<file path="src/rtl/upsc_pkg.sv">
// Constants and types of the USB power state controller
// Function
// Leave unpowered for normal-unconfigured once USB power is detected.
// Any suspend returns to normal on host resume, U0 or enabled wake.
// Hold the Ethernet PHY in reset while normal-unconfigured.
// Host configuration request configures; deconfiguring request returns to unconfigured.
// Normal-configured enables every clock, PLL and analog block.
// After system reset go unconfigured, unless self-powered without USB power.
// Keep USB context on wake; ready flag only once PHY operational.
// Host must reinitialise PHY registers after leaving the deepest suspend.
// Enter suspend on USB 2.0 suspend (L2) or link U3.
// Suspend only from normal; suspend-select field picks the variant.
// Unconfigured suspends only to deepest variant and returns unconfigured.
// Deconfiguration resets suspend-select to 10b.
// Suspend-select ignores U1/U2 link states and LPM L1.
// USB reset or reset pin reinitialises any suspend into unconfigured.
// Encoding 00b selects Wake-on-LAN variant; its alternate behaves identically. Here 01b enters the deepest variant instead.
// Wake-on-LAN variant stops PLLs, keeps oscillator for MAC and PHY.
// Wake-on-LAN event restarts the link PLL and output clocks.
// Deepest variant 10b is default, least power, GPIO-only remote wake.
// Frame-capture variant 11b keeps clocks, powers down USB front ends.
// Frame-capture also wakes on enabled EEE receive or EEE transmit wake.
// Frame-capture stores the waking frame and later passing frames in FIFO.
// With filter wake enabled, any good filtered frame wakes and is stored.
// USB power loss enters unpowered: oscillator, PLLs and PHY off.
// State logic runs on the always-on reference clock.
// Each power state and suspend variant is its own encoded state.
package upsc_pkg;
  localparam logic [11:0] ADDR_PMC = 12'h000;
  localparam logic [11:0] ADDR_STAT = 12'h004;
  localparam logic [11:0] ADDR_WEN = 12'h008;
  localparam int PMC_SEL_LSB = 0;
  localparam int PMC_READY_BIT = 4;
  localparam int PMC_REINIT_BIT = 8;
  localparam int WEN_GPIO_LSB = 0;
  localparam int WEN_EEE_BIT = 8;
  localparam int WEN_FW_BIT = 9;
  localparam int STAT_CAP_BIT = 3;
  localparam int STAT_CFG_BIT = 4;
  localparam logic [1:0] SEL_WOL = 2'h0;
  localparam logic [1:0] SEL_WOL_ALT = 2'h0;
  localparam logic [1:0] SEL_DEEP = 2'h2;
  localparam logic [1:0] SEL_FCAP = 2'h3;
  localparam logic [1:0] SEL_RST = SEL_DEEP;
  localparam logic [1:0] BOOT_WAIT = 2'h3;
  localparam int GPIO_W = 8;
  localparam int SYNC_W = 12;
  localparam int SI_PWR = 0;
  localparam int SI_SELF = 1;
  localparam int SI_RSTN = 2;
  localparam int SI_PHY = 3;
  localparam int SI_GPIO = 4;


  typedef enum logic [2:0] {
    PS_UNPOW = 3'b000,
    PS_UNCFG = 3'b001,
    PS_CFG = 3'b010,
    PS_SWOL = 3'b011,
    PS_SDEEP = 3'b100,
    PS_SFCAP = 3'b101
  } upsc_pstate_t;
endpackage

</file>
<file path="src/rtl/upsc_ctrl.sv">
// Power state controller with APB register access
//
// The implementer's own choices: the address map and the APB interface to the registers.
`timescale 1ns/1ns
module upsc_ctrl
  import upsc_pkg::*;
(
  input wire logic clock_i,
  input wire logic rst_i,
  input wire logic [11:0] paddr_i,
  input wire logic psel_i,
  input wire logic penable_i,
  input wire logic pwrite_i,
  input wire logic [31:0] pwdata_i,
  output logic [31:0] prdata_o,
  output logic pready_o,
  output logic pslverr_o,
  input wire logic usb_power_detect_i,
  input wire logic self_powered_i,
  input wire logic reset_pin_n_i,
  input wire logic phy_operational_i,
  input wire logic [GPIO_W-1:0] gpio_i,
  input wire logic usb_suspend_i,
  input wire logic usb_resume_i,
  input wire logic usb_reset_i,
  input wire logic set_config_i,
  input wire logic deconfig_i,
  input wire logic wol_event_i,
  input wire logic eee_receive_wake_flag_i,
  input wire logic eee_transmit_wake_flag_i,
  input wire logic frame_good_i,
  input wire logic frame_pass_i,
  output logic [2:0] power_state_o,
  output logic osc_enable_o,
  output logic pll_enable_o,
  output logic clk_out_enable_o,
  output logic phy_reset_o,
  output logic phy_enable_o,
  output logic usb_afe_enable_o,
  output logic ready_o,
  output logic rx_fifo_write_o,
  output logic remote_wake_o,
  output logic reinit_o
);
  typedef struct packed {
    upsc_pstate_t pst;
    logic from_cfg;
    logic [1:0] boot;
    logic [1:0] sel;
    logic [GPIO_W-1:0] gpio_wen;
    logic eee_rx_en;
    logic fw_en;
    logic reinit_flag;
    logic ready;
    logic capture;
    logic fifo_wr;
    logic wake;
    logic reinit_pls;
    logic osc;
    logic pll;
    logic phy_rst;
    logic phy_en;
    logic afe;
    logic ack;
    logic [31:0] rdata;
    logic err;
  } upsc_regs_t;

  localparam upsc_regs_t REG_RST = '{pst: PS_UNPOW, sel: SEL_RST, default: '0};

  upsc_regs_t q;
  upsc_regs_t d;
  logic [SYNC_W-1:0] sync;
  logic pwr_s;
  logic self_s;
  logic rstn_s;
  logic phy_s;
  logic [GPIO_W-1:0] gpio_s;
  logic pwr_ok;
  logic rst_evt;
  logic gpio_hit;
  logic eee_hit;
  logic frame_hit;
  logic acc;
  logic wr_en;
  logic [31:0] rd;
  logic rd_err;

  upsc_sync u_sync (
    .clock_i(clock_i),
    .rst_i(rst_i),
    .async_i({gpio_i, phy_operational_i, reset_pin_n_i, self_powered_i,
              usb_power_detect_i}),
    .sync_o(sync)
  );

  assign pwr_s = sync[SI_PWR];
  assign self_s = sync[SI_SELF];
  assign rstn_s = sync[SI_RSTN];
  assign phy_s = sync[SI_PHY];
  assign gpio_s = sync[SI_GPIO +: GPIO_W];

  // Bus-powered parts tie detect high, so only self-powered loss counts
  assign pwr_ok = pwr_s | ~self_s;
  assign rst_evt = usb_reset_i | ~rstn_s;
  assign gpio_hit = |(gpio_s & q.gpio_wen);
  assign eee_hit = (eee_receive_wake_flag_i & q.eee_rx_en) | eee_transmit_wake_flag_i;
  assign frame_hit = frame_good_i & q.fw_en;
  assign acc = psel_i & penable_i;

  // Read mux and decode, sampled into the wait-state cycle
  always_comb
  begin
    rd = 32'h0000_0000;
    rd_err = 1'b0;
    case (paddr_i)
      ADDR_PMC:
      begin
        rd[PMC_SEL_LSB +: 2] = q.sel;
        rd[PMC_READY_BIT] = q.ready;
        rd[PMC_REINIT_BIT] = q.reinit_flag;
      end
      ADDR_STAT:
      begin
        rd[2:0] = q.pst;
        rd[STAT_CAP_BIT] = q.capture;
        rd[STAT_CFG_BIT] = q.from_cfg;
      end
      ADDR_WEN:
      begin
        rd[WEN_GPIO_LSB +: GPIO_W] = q.gpio_wen;
        rd[WEN_EEE_BIT] = q.eee_rx_en;
        rd[WEN_FW_BIT] = q.fw_en;
      end
      default: rd_err = 1'b1;
    endcase
  end

  assign wr_en = acc & q.ack & pwrite_i & ~q.err;

  always_comb
  begin
    d = q;
    d.wake = 1'b0;
    d.reinit_pls = 1'b0;
    d.fifo_wr = 1'b0;
    d.ack = acc & ~q.ack;
    d.err = 1'b0;
    if (acc && !q.ack)
    begin
      d.rdata = pwrite_i ? 32'h0000_0000 : rd;
      d.err = rd_err;
    end
    if (wr_en)
    begin
      case (paddr_i)
        ADDR_PMC:
        begin
          d.sel = pwdata_i[PMC_SEL_LSB +: 2];
          if (pwdata_i[PMC_REINIT_BIT])
          begin
            d.reinit_flag = 1'b0;
          end
        end
        ADDR_WEN:
        begin
          d.gpio_wen = pwdata_i[WEN_GPIO_LSB +: GPIO_W];
          d.eee_rx_en = pwdata_i[WEN_EEE_BIT];
          d.fw_en = pwdata_i[WEN_FW_BIT];
        end
        default: d.sel = q.sel;
      endcase
    end
    // Frames after the waking one keep flowing until the host resumes
    if (q.capture && frame_pass_i)
    begin
      d.fifo_wr = 1'b1;
    end
    if (usb_resume_i && (q.pst == PS_CFG || q.pst == PS_UNCFG))
    begin
      d.capture = 1'b0;
    end
    // Strap and detect are only trusted once the synchroniser has filled
    if (q.boot != BOOT_WAIT)
    begin
      d.boot = q.boot + 2'h1;
    end
    else if (!pwr_ok)
    begin
      d.pst = PS_UNPOW;
      d.capture = 1'b0;
    end
    else if (rst_evt && q.pst != PS_UNPOW)
    begin
      d.pst = PS_UNCFG;
      d.reinit_pls = 1'b1;
      d.sel = SEL_RST;
      d.gpio_wen = '0;
      d.eee_rx_en = 1'b0;
      d.fw_en = 1'b0;
      d.capture = 1'b0;
      d.fifo_wr = 1'b0;
    end
    else
    begin
      case (q.pst)
        PS_UNPOW: d.pst = PS_UNCFG;
        PS_UNCFG:
        begin
          // Only L2 and U3 arrive here; U1/U2/L1 never suspend
          if (usb_suspend_i)
          begin
            d.pst = PS_SDEEP;
            d.from_cfg = 1'b0;
          end
          else if (set_config_i)
          begin
            d.pst = PS_CFG;
          end
        end
        PS_CFG:
        begin
          if (usb_suspend_i)
          begin
            d.from_cfg = 1'b1;
            case (q.sel)
              SEL_WOL: d.pst = PS_SWOL;
              SEL_FCAP: d.pst = PS_SFCAP;
              default: d.pst = PS_SDEEP;
            endcase
          end
          else if (deconfig_i)
          begin
            d.pst = PS_UNCFG;
            d.sel = SEL_RST;
          end
        end
        PS_SWOL:
        begin
          if (usb_resume_i || wol_event_i || gpio_hit || eee_hit)
          begin
            d.pst = PS_CFG;
            d.wake = ~usb_resume_i;
          end
        end
        PS_SDEEP:
        begin
          if (usb_resume_i || gpio_hit)
          begin
            d.pst = q.from_cfg ? PS_CFG : PS_UNCFG;
            d.wake = ~usb_resume_i;
            // Host is told to rebuild PHY state; set wins over clear
            d.reinit_flag = 1'b1;
          end
        end
        PS_SFCAP:
        begin
          if (usb_resume_i || wol_event_i || gpio_hit || eee_hit || frame_hit)
          begin
            d.pst = PS_CFG;
            d.wake = ~usb_resume_i;
            if (wol_event_i || frame_hit)
            begin
              d.capture = 1'b1;
              d.fifo_wr = 1'b1;
            end
          end
        end
        default: d.pst = PS_UNPOW;
      endcase
    end
    // Ready waits for the PHY after every entry to configured
    d.ready = (d.pst == PS_CFG) && phy_s;
    d.osc = (d.pst != PS_UNPOW);
    d.pll = (d.pst == PS_CFG) || (d.pst == PS_UNCFG) || (d.pst == PS_SFCAP);
    d.phy_rst = (d.pst == PS_UNPOW) || (d.pst == PS_UNCFG) || (d.pst == PS_SDEEP);
    d.phy_en = (d.pst == PS_CFG) || (d.pst == PS_SWOL) || (d.pst == PS_SFCAP);
    d.afe = (d.pst == PS_CFG) || (d.pst == PS_UNCFG);
  end

  // Reference clock never stops, so wake logic works with PLLs down
  always_ff @(posedge clock_i)
  begin
    if (rst_i)
    begin
      q <= REG_RST;
    end
    else
    begin
      q <= d;
    end
  end

  assign prdata_o = q.rdata;
  assign pready_o = q.ack;
  assign pslverr_o = q.err;
  assign power_state_o = q.pst;
  assign osc_enable_o = q.osc;
  assign pll_enable_o = q.pll;
  assign clk_out_enable_o = q.pll;
  assign phy_reset_o = q.phy_rst;
  assign phy_enable_o = q.phy_en;
  assign usb_afe_enable_o = q.afe;
  assign ready_o = q.ready;
  assign rx_fifo_write_o = q.fifo_wr;
  assign remote_wake_o = q.wake;
  assign reinit_o = q.reinit_pls;
endmodule

</file>
<file path="src/rtl/upsc_sync.sv">
// Two-stage synchroniser for the pin inputs
`timescale 1ns/1ns
module upsc_sync
  import upsc_pkg::*;
(
  input wire logic clock_i,
  input wire logic rst_i,
  input wire logic [SYNC_W-1:0] async_i,
  output logic [SYNC_W-1:0] sync_o
);
  typedef struct packed {
    logic [SYNC_W-1:0] s1;
    logic [SYNC_W-1:0] s2;
  } upsc_sync_t;

  upsc_sync_t q;
  upsc_sync_t d;

  always_comb
  begin
    d.s1 = async_i;
    d.s2 = q.s1;
  end

  always_ff @(posedge clock_i)
  begin
    if (rst_i)
    begin
      q <= '0;
    end
    else
    begin
      q <= d;
    end
  end

  assign sync_o = q.s2;
endmodule

</file>
<file path="config.mk">
export PLATFORM = sky130hd
export DESIGN_NAME = upsc_ctrl
export DESIGN_NICKNAME = d
export VERILOG_FILES = /design/src/rtl/upsc_pkg.sv /design/src/rtl/upsc_ctrl.sv /design/src/rtl/upsc_sync.sv
export SDC_FILE = /design/constraint.sdc
export NUM_CORES = 1
export LEC_CHECK = 0
export BUFFER_PORTS_ARGS = -buffer_cell sky130_fd_sc_hd__buf_2
export CORE_ASPECT_RATIO = 1.1
export CORE_UTILIZATION = 44
export DETAILED_ROUTE_END_ITERATION = 6
export PLACE_DENSITY = 0.75
export SLEW_MARGIN = 15
export SYNTH_ARGS = -nofsm -noshare
export SYNTH_HDL_FRONTEND = slang
export SYNTH_SLANG_ARGS = --single-unit
</file>
<file path="constraint.sdc">
create_clock -name clock_i -period 1.7 [get_ports clock_i]
set_clock_uncertainty 0.05 [all_clocks]
set_input_delay 0 -clock clock_i [delete_from_list [all_inputs] [get_ports clock_i]]
set_output_delay 0 -clock clock_i [all_outputs]
set_load 0.005 [all_outputs]
</file>
==> flow_results.org, run 1 <==
** Global routing
- Summed over all layers, the global routing overflow is 0.
- The via count of the first global-routing pass was 2731.
- For this run, global-route usage on met3 was measured as 5.10%.
- Maximum number of pins on one net before global-route repair :: 28
- The first global-routing pass estimated 12000 µm of wire.
- For this run, the total global-route usage over all layers was measured as 22.2%.
- Met1 routing resource usage after global routing :: 25.0%
- After global routing, the most crowded layer is met2.
- Antenna violations before repair :: 0
- Global routing consumed, on the met2 layer, 39.9% of the routing resources.

** Placed design
- Gp weighted congestion :: 0.870
- Input and output buffers added on the ports amount to 73.
- Summed over all nets, the half-perimeter wirelength after detailed placement is 5030 µm.
- Post-Place Cells :: 492
- Placed standard-cell area :: 3550 µm²

** Logic synthesis
- Synthesized cell area :: 2960 µm²
- Sequential cell area fraction in the yosys report :: 43.9%
- Number of enable flip-flop cells after synthesis :: 0
- Average cell area after synthesis :: 9.25 µm²
- Async set or reset register ratio after synthesis :: 0%
- Among all flip-flop cells after synthesis, the most frequent one is sky130_fd_sc_hd__dfxtp_1.
- Count of state elements after synthesis :: 65
- Synth warn :: 0
- Gate count of the mapped netlist :: 320
- The synthesized netlist contains 54 unique library cells.

** Routing
- WL final :: 7520 µm
- For this run, design rule violations remaining after detail routing come to 0.
- The first TritonRoute pass finished after 4 iterations.
- Dividing the detail-routed via count by the number of cells gives 4.97.
- Vias after detailed routing :: 2729
- Count of antenna-violating nets left after detailed routing :: 0
- After detailed routing, the average wire length per cell comes to 13.7 µm.
- The first routing iteration left 205 violations.

** Worst hold path
- Along the worst hold path, the cell count comes to 3.
- The path class of the tightest hold or removal check is in -> reg.
- The startpoint identified for the worst hold timing path is paddr_i[3].
- End point of the worst hold path :: pslverr_o

** Run status
- The run finished, with violations left.
- The checks that failed: setup timing.

** Layout
- For this run, the share of the core covered by cells in the final layout is 67.6%.
- Excluding fillers, the count of instances in the completed layout stands at 549.
- The post-route netlist has 42.2% of its cells at a drive strength greater than 1.
- Relative to the synthesized area, the layout overhead comes to 49.6%.
- Area of all placed cells without fillers :: 4430 µm²
- The repair_antennas step left the layout with diodes totalling 0.
- After the last flow step, the layout net total stands at 536.

** Power and ir drop
- Pwr/cell area :: 835 nW/µm²
- Worst ir drop on vdd :: 494 µV
- Total power :: 3.70 mW
- In this run the static leakage power is 1.90 nW.

** Die
- Die area :: 7060 µm²
- Die Y :: 88.0 µm
- Width of the chip :: 80.2 µm
- In this run the core area contains 31 standard-cell rows.
- The total area inside the core boundary comes to 6560 µm².
- 118 I/O pins were placed.
- Initial Utilization :: 45.2%

** Worst setup path
- In this run the critical register-to-register path is captured at phy_enable_o.
- Startpoint type of the worst setup path :: register
- Reg2Reg Launch Point :: q[50]
- Worst Path Required :: 1.90 ns
- Register-to-register setup slack :: -0.25 ns
- Reg2reg path depth :: 6
- Worst-path maximum fanout :: 6
- The critical path is of the reg -> reg type.
- Worst EP arrival :: 2.15 ns
- STA classifies the critical path endpoint as a register.

** CTS
- Counting the buffers created by CTS gives 9.
- CTS root buffer :: sky130_fd_sc_hd__clkbuf_8
- TritonCTS built the clock tree.
- After clock tree synthesis, the clock-pin slew on the worst setup and hold paths is 0.08 ns.
- Number of levels the H-tree was split into :: 3
- No sink is reached through more buffers than the 2 on the longest clock path.
- Clock latency on the worst-skew pair :: 0.33 ns
- CTS saw 65 sinks.

** Run
- Reported max-cap violation count :: 0

** Timing
- For this run, the top clock speed supported by timing is 512 MHz.
- Subtracting the final worst setup slack from the clock period gives 1.95 ns.
- Setup violations remaining at the end of the flow were counted as 9.
- The count of final hold-check violations came to 0.
- After layout, the worst setup slack is -0.253 ns.
- Final critical-path share of the clock period :: 115%
- Pins Over Slew Limit :: 0
- Setup repair after global routing could not meet its margin everywhere.
==> cells in the final DEF (no fill, tap or decap), types with 3 or more instances in the layout <==
master                          netlist  layout
sky130_fd_sc_hd__dfxtp_1             65      58
sky130_fd_sc_hd__nor4_4               0       3
sky130_fd_sc_hd__buf_6                0       5
sky130_fd_sc_hd__nor4_1               8       5
sky130_fd_sc_hd__dfxtp_2              0       7
sky130_fd_sc_hd__o211ai_1             3       3
sky130_fd_sc_hd__ha_4                 0       3
sky130_fd_sc_hd__buf_4               39      47
sky130_fd_sc_hd__o21ai_0              8       7
sky130_fd_sc_hd__a21oi_1             11       7
sky130_fd_sc_hd__nor2b_1             27      26
sky130_fd_sc_hd__nor2_1              32      30
sky130_fd_sc_hd__inv_2                1       3
sky130_fd_sc_hd__a21oi_2              0       4
sky130_fd_sc_hd__nand2_1             20      16
sky130_fd_sc_hd__mux2i_1             16      16
sky130_fd_sc_hd__nor3_1               7       5
sky130_fd_sc_hd__nand3b_1             3       3
sky130_fd_sc_hd__clkbuf_8             0      13
sky130_fd_sc_hd__dlygate4sd3_1        0      35
sky130_fd_sc_hd__buf_2                2      73
sky130_fd_sc_hd__a22oi_1              9       8
sky130_fd_sc_hd__conb_1               1      22
sky130_fd_sc_hd__inv_1                8       6
sky130_fd_sc_hd__a22oi_2              2       3
sky130_fd_sc_hd__nand2_2              0       4
==> final cells by class <==
type,count,area (µm²)
fill,511,2130
clock inverter,3,46.3
sequential,65,1310
multi-input combinational,216,1610
timing repair buffer,161,1140
tap,82,103
clock buffer,13,179
inverter,9,33.8
==> worst max path at each step <==
stage,startpoint,to,slack [ns],cells past startpoint
detailed placement,q[46],phy_enable_o,-0.22,6
finish,q[50],phy_enable_o,-0.25,6
global route,q[46],phy_enable_o,-0.29,7
floorplan,power_state_o[1],phy_enable_o,-0.06,7
global placement,q[46],phy_enable_o,-0.18,6
CTS,q[46],phy_enable_o,-0.20,7
==> metal layers <==
layer,share of wire [%],wire length [µm],vias up
met5,0,0,-
met1,41,3090,1272
met2,51,3820,110
met4,2.0,150,0
met3,6.1,457,14
li1,-,-,1333
==> cells in the mapped netlist, types with 3 or more instances <==
cell type / instances / share of area, %
sky130_fd_sc_hd__o211ai_1: 3 / 0.76
sky130_fd_sc_hd__a22oi_1: 9 / 2.3
sky130_fd_sc_hd__o21ai_0: 8 / 1.4
sky130_fd_sc_hd__nand2_1: 20 / 2.5
sky130_fd_sc_hd__nor2b_1: 27 / 5.7
sky130_fd_sc_hd__ha_1: 3 / 1.3
sky130_fd_sc_hd__nand3b_1: 3 / 0.76
sky130_fd_sc_hd__dfxtp_1: 65 / 44
sky130_fd_sc_hd__nor3b_1: 3 / 0.76
sky130_fd_sc_hd__buf_1: 3 / 0.38
sky130_fd_sc_hd__mux2i_1: 16 / 5.4
sky130_fd_sc_hd__clkbuf_1: 7 / 0.89
sky130_fd_sc_hd__inv_1: 8 / 1.0
sky130_fd_sc_hd__nor4_1: 8 / 1.7
sky130_fd_sc_hd__nor2_1: 32 / 4.1
sky130_fd_sc_hd__nand2b_1: 3 / 0.63
sky130_fd_sc_hd__a21oi_1: 11 / 1.9
sky130_fd_sc_hd__buf_4: 39 / 9.9
sky130_fd_sc_hd__nor3_1: 7 / 1.2
==> timing repair <==
action | 4_1_cts | 5_1_grt
gates resized for setup | 38 | 15
setup buffers | 5 | 1
hold buffers | 35 | 0
endpoints found under the setup margin | 11 | 11
hold endpoints to repair | 27 | 0
pin swaps | 10 | 3
==> through the flow <==
stage	hold slack (ns)	TNS, ns	setup WS, ns
after floorplan	0.0285	-0.0677	-0.0594
after global placement	0.161	-0.678	-0.182
after detailed placement	0.162	-1.11	-0.224
after CTS	0.00945	-0.793	-0.198
after global routing	0.0133	-1.68	-0.293
final	0.0253	-1.14	-0.253
==> worst max-delay path: stages (launching register included) <==
cell                      delay [ns]
sky130_fd_sc_hd__dfxtp_1        0.33
sky130_fd_sc_hd__a22oi_2        0.19
sky130_fd_sc_hd__nand2_2        0.16
sky130_fd_sc_hd__o211a_1        0.29
sky130_fd_sc_hd__o21a_1         0.23
sky130_fd_sc_hd__or3_4          0.44
sky130_fd_sc_hd__o31ai_4        0.17
==> logic make-up (layout without fill, tap and decap cells) <==
family / after synthesis / in the layout / share of synthesized area (%)
AOI/OAI and AO/OA: 54 / 54 / 14.6
DFF: 65 / 65 / 43.9
and+or+nand+nor: 119 / 119 / 21.5
xor gates and xnor gates: 2 / 2 / 0.592
buffers and inverters: 60 / 186 / 12.6
muxes: 16 / 16 / 5.41
other: 1 / 22 / 0.127
adders and majority gates: 3 / 3 / 1.27
==> registers in the layout, indices dropped and copies added, names as in the netlist, 3 cells and up <==
register,flops
u_sync.d,12
u_sync.sync_o,12
q,17
prdata_o,10
power_state_o,3
==> where the power goes <==
part | internal, mW | switching, mW
Combinational | 0.341 | 0.310
Sequential | 1.58 | 0.0290
Clock | 0.841 | 0.593
Total | 2.76 | 0.933
No activity file was read; power rests on OpenSTA's default activity.
==> run 2, diff against run 1 <==
--- a/config.mk
+++ b/config.mk
@@ -5,8 +5,10 @@
 export SDC_FILE = /design/constraint.sdc
 export NUM_CORES = 1
 export LEC_CHECK = 0
+export ABC_AREA = 0
 export BUFFER_PORTS_ARGS = -buffer_cell sky130_fd_sc_hd__buf_2
 export CORE_ASPECT_RATIO = 1.1
+export CORE_MARGIN = 4
 export CORE_UTILIZATION = 44
 export DETAILED_ROUTE_END_ITERATION = 6
 export PLACE_DENSITY = 0.75
==> flow_results.org, run 2 (synthesis results as in run 1) <==
** CTS
- Clock latency on the worst-skew pair :: 0.35 ns
- Clock buffer count from CTS :: 9
- The H-tree was split into 3 levels.
- Maximum buffer depth of the clock tree :: 2
- After clock tree synthesis, the clock-pin slew on the worst setup and hold paths is 0.07 ns.
- CTS tree :: done
- Sink count of the clock tree :: 65
- CTS root buffer :: sky130_fd_sc_hd__clkbuf_8

** Global routing
- Entering global routing, the biggest net connects 29 pins.
- The via count of the first global-routing pass is 2685.
- Global routing consumed, over all layers together, 19.6% of the routing resources.
- Wire length of the first global-routing pass :: 12400 µm
- Antenna violations before repair :: 0
- Gr ovfl total :: 0

** Routing
- After detailed routing, the number of vias per cell comes to 4.96.
- Summed over all layers, the routed wires come to 7840 µm.
- Number of violations reported at the end of detailed-routing iteration 0 :: 166
- The first detailed-routing pass ran for 4 iterations.
- Count of antenna-violating nets left after detailed routing :: 0
- Vias after detailed routing :: 2683
- Dividing the detail-routed wire length by the instance count gives 14.5 µm.
- Post-route DRC violation count :: 0

** Layout
- More flip-flops sit in one register than any other, and that register is q.
- The area growth from synthesis to layout is 42.8%.
- Commonest cells after routing, fill and taps aside :: sky130_fd_sc_hd__buf_2, sky130_fd_sc_hd__dfxtp_1, sky130_fd_sc_hd__buf_4
- The post-route netlist has 41.8% of its cells at a drive strength greater than 1.
- The final layout contains 529 nets.
- After filler insertion, the fill cell instance count of the layout stands at 546.
- Most common cell after layout, fill and taps aside :: sky130_fd_sc_hd__buf_2
- Largest register FFs :: 17
- The number of antenna diodes in the final layout is 0.
- The finished cells cover 4230 µm².

** Die
- Width of the chip :: 86.2 µm
- The floorplan step defined a core boundary enclosing 6560 µm².
- The die is 94.0 µm tall.
- Initial Utilization :: 45.2%
- Count of pins on the block boundary :: 118
- The initialized floorplan defines 31 standard-cell rows.
- The die covers 8110 µm².

** Placed design
- Placement Setup Slack :: -0.223 ns
- Once placement finished, the instance area stood at 3570 µm².
- Gp weighted congestion :: 0.858
- The wire-length estimate of the detail-placed layout is 5470 µm.
- Number of buffers inserted by port buffering :: 73

** Worst setup path
- STA classifies the critical path startpoint as a register.
- The worst setup path is captured at a register.
- Worst-path maximum fanout :: 3
- STA puts the critical path data required time at 1.91 ns.
- Data arrives at the worst endpoint at 2.08 ns.
- By startpoint and endpoint, the worst setup path is classified as reg -> reg.

** Run status
- Failing checks :: setup timing
- Result of the run :: finished, violations left

** Timing
- Hold is met by 0.0104 ns.
- Pins Over Slew Limit :: 0
- The count of final hold-check violations was 0.
- Setup repair after global routing missed its margin :: yes
- The smallest clock period supported by the final layout is computed as 1.87 ns.
- Peak Freq :: 534 MHz
- Setup slack of the critical path after layout :: -0.171 ns
- The worst path uses 110% of the clock period.
- Setup violations remaining at the end of the flow were counted as 7.

** Worst hold path
- In this run the worst hold path is classified as in -> reg.

** Power and ir drop
- Worst ir drop on vdd :: 449 µV
- In this run the static leakage power is 1.83 nW.
- Pwr/cell area :: 800 nW/µm²

** Run
- Reported max-cap violation count :: 0
run 2: cell types whose count changed in the layout (fill, tap and decap cells not counted), sizes merged:
cell         previous run  this run
dlygate4sd3            35        25
buf                   126       129
clkbuf                 13        11
clkinv                  1         3
clkinvlp                1         0
run 2: per-stage QoR:
step                TNS, ns  total power, mW  std cells  utilization (%)
global route          -1.63             3.55        541             64.5
CTS                  -0.651             3.37        536             62.2
detailed placement    -1.29             2.09        496             54.5
global placement      -1.23             2.09        496             54.5
finish               -0.803             3.38        541             64.5
floorplan           -0.0677             1.94        341                -
run 2: layout make-up:
| type | count | area [µm²] | share of cell area [%] |
|---|---|---|---|
| inverter | 9 | 33.8 | 0.799 |
| timing repair buffer | 154 | 1060 | 25.0 |
| clock inverter | 4 | 45.0 | 1.07 |
| sequential | 65 | 1320 | 31.1 |
| clock buffer | 11 | 131 | 3.11 |
| tap | 82 | 103 | 2.43 |
| multi-input combinational | 216 | 1550 | 36.5 |
run 2: layer usage:
metal,part of all wire (%),wire [µm],track usage [%]
met1,40,3120,23.0
met2,50,3950,33.0
met3,7.3,569,5.96
met4,2.6,200,8.31
met5,0,0,0
run 2: what timing repair did:
action,CTS,global route
pin swaps,12,8
gates resized for setup,21,19
endpoints found under the hold margin,35,0
hold buffers,25,0
setup endpoints to repair,11,12
buffers inserted,0,7
run 2: worst paths after layout:
check / from / end / slack, ns / cells after the start
worst max-delay path: q[46] / phy_enable_o / -0.17 / 7
worst min register to register: u_sync.d[6] / u_sync.sync_o[6] / 0.38 / 1
worst min-delay path: pwrite_i / prdata_o[4] / 0.01 / 4
worst max register to register: q[46] / phy_enable_o / -0.17 / 7
run 2: worst max-delay path: stages (launching register included):
cell and delay, ns:
sky130_fd_sc_hd__dfxtp_2 0.33, sky130_fd_sc_hd__a211oi_4 0.28, sky130_fd_sc_hd__nand2_2 0.13, sky130_fd_sc_hd__buf_4 0.17
sky130_fd_sc_hd__nor3_4 0.12, sky130_fd_sc_hd__o32ai_2 0.13, sky130_fd_sc_hd__or3_4 0.42, sky130_fd_sc_hd__o31ai_4 0.16
run 2: where the power goes:
part           internal, mW  switching, mW
combinational         0.281          0.280
clock                 0.662          0.551
sequential             1.58         0.0312
==> run 3, diff against run 2 <==
--- a/config.mk
+++ b/config.mk
@@ -12,7 +12,7 @@
 export CORE_UTILIZATION = 44
 export DETAILED_ROUTE_END_ITERATION = 6
 export PLACE_DENSITY = 0.75
-export SLEW_MARGIN = 15
+export SLEW_MARGIN = 20
 export SYNTH_ARGS = -nofsm -noshare
 export SYNTH_HDL_FRONTEND = slang
 export SYNTH_SLANG_ARGS = --single-unit
==> constraint.sdc (replaced) <==
create_clock -name clock_i -period 1.7 [get_ports clock_i]
set_clock_uncertainty 0.05 [all_clocks]
set_input_delay 0.17 -clock clock_i [delete_from_list [all_inputs] [get_ports clock_i]]
set_output_delay 0.17 -clock clock_i [all_outputs]
set_load 0.005 [all_outputs]
==> flow_results.org, run 3 (synthesis results as in run 1) <==
** Timing
- The final number of max-transition violations came to 0.
- Peak Freq :: 518 MHz
- Final critical-path share of the clock period :: 114%
- Setup slack of the critical path after layout :: -0.232 ns
- Number of hold-slack violations in the final timing report :: 0
- Setup violation total in the final timing report :: 8
- Setup repair after global routing could not meet its margin everywhere.
- The worst path in the final design needs a cycle of 1.93 ns, including I/O delays and setup.

** Routing
- After the first detailed-routing iteration, the DRC count stood at 167.
- Initial DRT Pass Iterations :: 5
- Avg Vias per Cell :: 4.94
- Wirelength per Cell :: 14.3 µm
- Summed over all layers, the routed wires come to 7700 µm.
- The count of nets left with antenna violations once routing finished came out at 0.
- The routed layout has 2652 vias.
- Post-route DRC violation count :: 0

** Die
- In this run the core area contains 31 standard-cell rows.
- The floorplan step set the die height to 94.0 µm.
- During I/O placement, the number of pins put on the boundary was 118.
- Core area :: 6560 µm²
- Die area :: 8110 µm²
- In this run the horizontal extent of the chip is 86.2 µm.
- Initial Utilization :: 45.2%

** Global routing
- Global routing used 18.5% of the available tracks across all layers.
- Antenna violations before repair :: 0
- Entering global routing, the biggest net connects 30 pins.
- The via count of the first global-routing pass is 2567.
- Gr ovfl total :: 0
- Wire length of the first global-routing pass :: 11800 µm

** CTS
- At the later pin of the worst-skew pair, clock insertion delay measures 0.34 ns.
- Clock-pin slew was measured on the worst setup and hold paths at 0.07 ns.
- Maximum buffer depth of the clock tree :: 2
- Sink count of the clock tree :: 65
- In this run, CTS created clock tree buffers numbering 9.
- CTS built an H-tree with a depth of 3.
- CTS tree :: done
- The root buffer cell chosen for the clock tree is sky130_fd_sc_hd__clkbuf_8.

** Worst hold path
- Worst hold path class :: in -> reg

** Placed design
- Buffers placed on the I/O ports in this run total 73.
- OpenSTA, run right after detailed placement, puts the worst setup slack at -0.332 ns.
- The number of placed instances, taps included, is 500.
- Gp weighted congestion :: 0.870
- Once detailed placement completed, the half-perimeter wirelength came to 5570 µm.

** Layout
- Number of filler cells placed in the layout :: 529
- The area growth from synthesis to layout is 44.0%.
- The register with the most flip-flops in the layout has 17 of them.
- The number of antenna diodes in the final layout is 0.
- In the layout the commonest cells are sky130_fd_sc_hd__buf_2, sky130_fd_sc_hd__buf_4, sky130_fd_sc_hd__dfxtp_1.
- Final Instance Count excl. Fillers :: 537
- The library cell used most frequently in the layout, excluding fill and tap cells, is sky130_fd_sc_hd__buf_2.
- In the final layout, the share of cells above drive strength 1 is 47.3%.
- Register bank with the most flops :: q
- The final layout contains 524 nets.

** Worst setup path
- Worst Path Required :: 1.91 ns
- Worst-path maximum fanout :: 5
- Startpoint type of the worst setup path :: register
- Critical path capture point type :: register
- Worst EP arrival :: 2.14 ns
- The worst setup path is of the reg -> reg kind.

** Power and ir drop
- The analysis attributes to net switching a power of 927 µW.
- Relative contribution of the clock network to total power :: 34.9%
- The share of total power dissipated in combinational logic is 17.8%.
- Per report_power, the sequential group accounts for 47.3% of the total.
- Cell-internal power :: 2.49 mW
- Across the VDD grid, the largest voltage drop is 511 µV.
- Static Leak :: 1.83 nW
- Power spread over the standard cell area amounts to 801 nW/µm².
- Of the total power, the share spent switching nets is 27.1%.

** Run status
- Failing checks :: setup timing
- Result of the run :: finished, violations left

** Run
- The tool flagged a number of max-cap violations equal to 0.
## run 3: power groups by stage
| stage | registers, mW | logic [mW] | clock network (mW) |
|---|---|---|---|
| floorplan | 1.64 | 0.302 | 0 |
| global placement | 1.64 | 0.453 | 0 |
| detailed placement | 1.64 | 0.463 | 0 |
| CTS | 1.61 | 0.564 | 1.22 |
| global route | 1.62 | 0.660 | 1.28 |
| finish | 1.62 | 0.608 | 1.19 |
## run 3: final cells by class
cell class	count	area, µm²	share of cell area (%)
Tap cell	82	103	2.41
Multi-Input combinational cell	216	1620	37.9
Timing Repair Buffer	149	1010	23.8
Clock inverter	4	27.5	0.645
Clock buffer	12	155	3.64
Sequential cell	65	1320	30.9
Inverter	9	33.8	0.792
## run 3: routing by layer
metal | track usage, % | up-vias | wire [µm]
li1 | - | 1309 | -
met1 | 22.4 | 1230 | 3230
met2 | 30.6 | 97 | 3740
met3 | 3.68 | 16 | 532
met4 | 10.4 | 0 | 197
met5 | 0 | - | 0
## run 3: worst paths after layout
| path | startpoint | end | slack, ns | cells past startpoint |
|---|---|---|---|---|
| worst max-delay path | q[50] | phy_enable_o | -0.23 | 6 |
| worst min-delay path | pwdata_i[3] | q[50] | 0.03 | 3 |
| worst max register to register | q[50] | phy_enable_o | -0.23 | 6 |
| worst min register to register | u_sync.d[5] | u_sync.sync_o[5] | 0.39 | 1 |
## run 3: worst max-delay path, stage by stage (launching register included)
cell                      delay [ns]
sky130_fd_sc_hd__dfxtp_2        0.34
sky130_fd_sc_hd__a22oi_2        0.23
sky130_fd_sc_hd__nand2_4        0.12
sky130_fd_sc_hd__o211a_1        0.26
sky130_fd_sc_hd__o21a_1         0.23
sky130_fd_sc_hd__or3_4          0.44
sky130_fd_sc_hd__o31ai_4        0.18
## run 3: repair_timing
| action | CTS | global route |
|---|---|---|
| setup buffers | 3 | 6 |
| hold buffers | 12 | 0 |
| pin swaps | 12 | 16 |
| gates resized for setup | 42 | 19 |
| endpoints found under the hold margin | 12 | 0 |
| setup endpoints to repair | 11 | 12 |
## run 3: per-stage QoR
stage	utilization, %	hold slack, ns	area (µm²)	power (mW)	TNS [ns]
4_1_cts	62.7	0.0119	4110	3.40	-0.635
3_5_place_dp	55.0	0.333	3600	2.10	-2.28
5_1_grt	65.1	0.0394	4270	3.56	-1.41
2_1_floorplan	-	0.199	3060	1.94	-0.0677
3_3_place_gp	55.0	0.332	3600	2.09	-1.38
6_report	65.1	0.0295	4270	3.42	-0.846
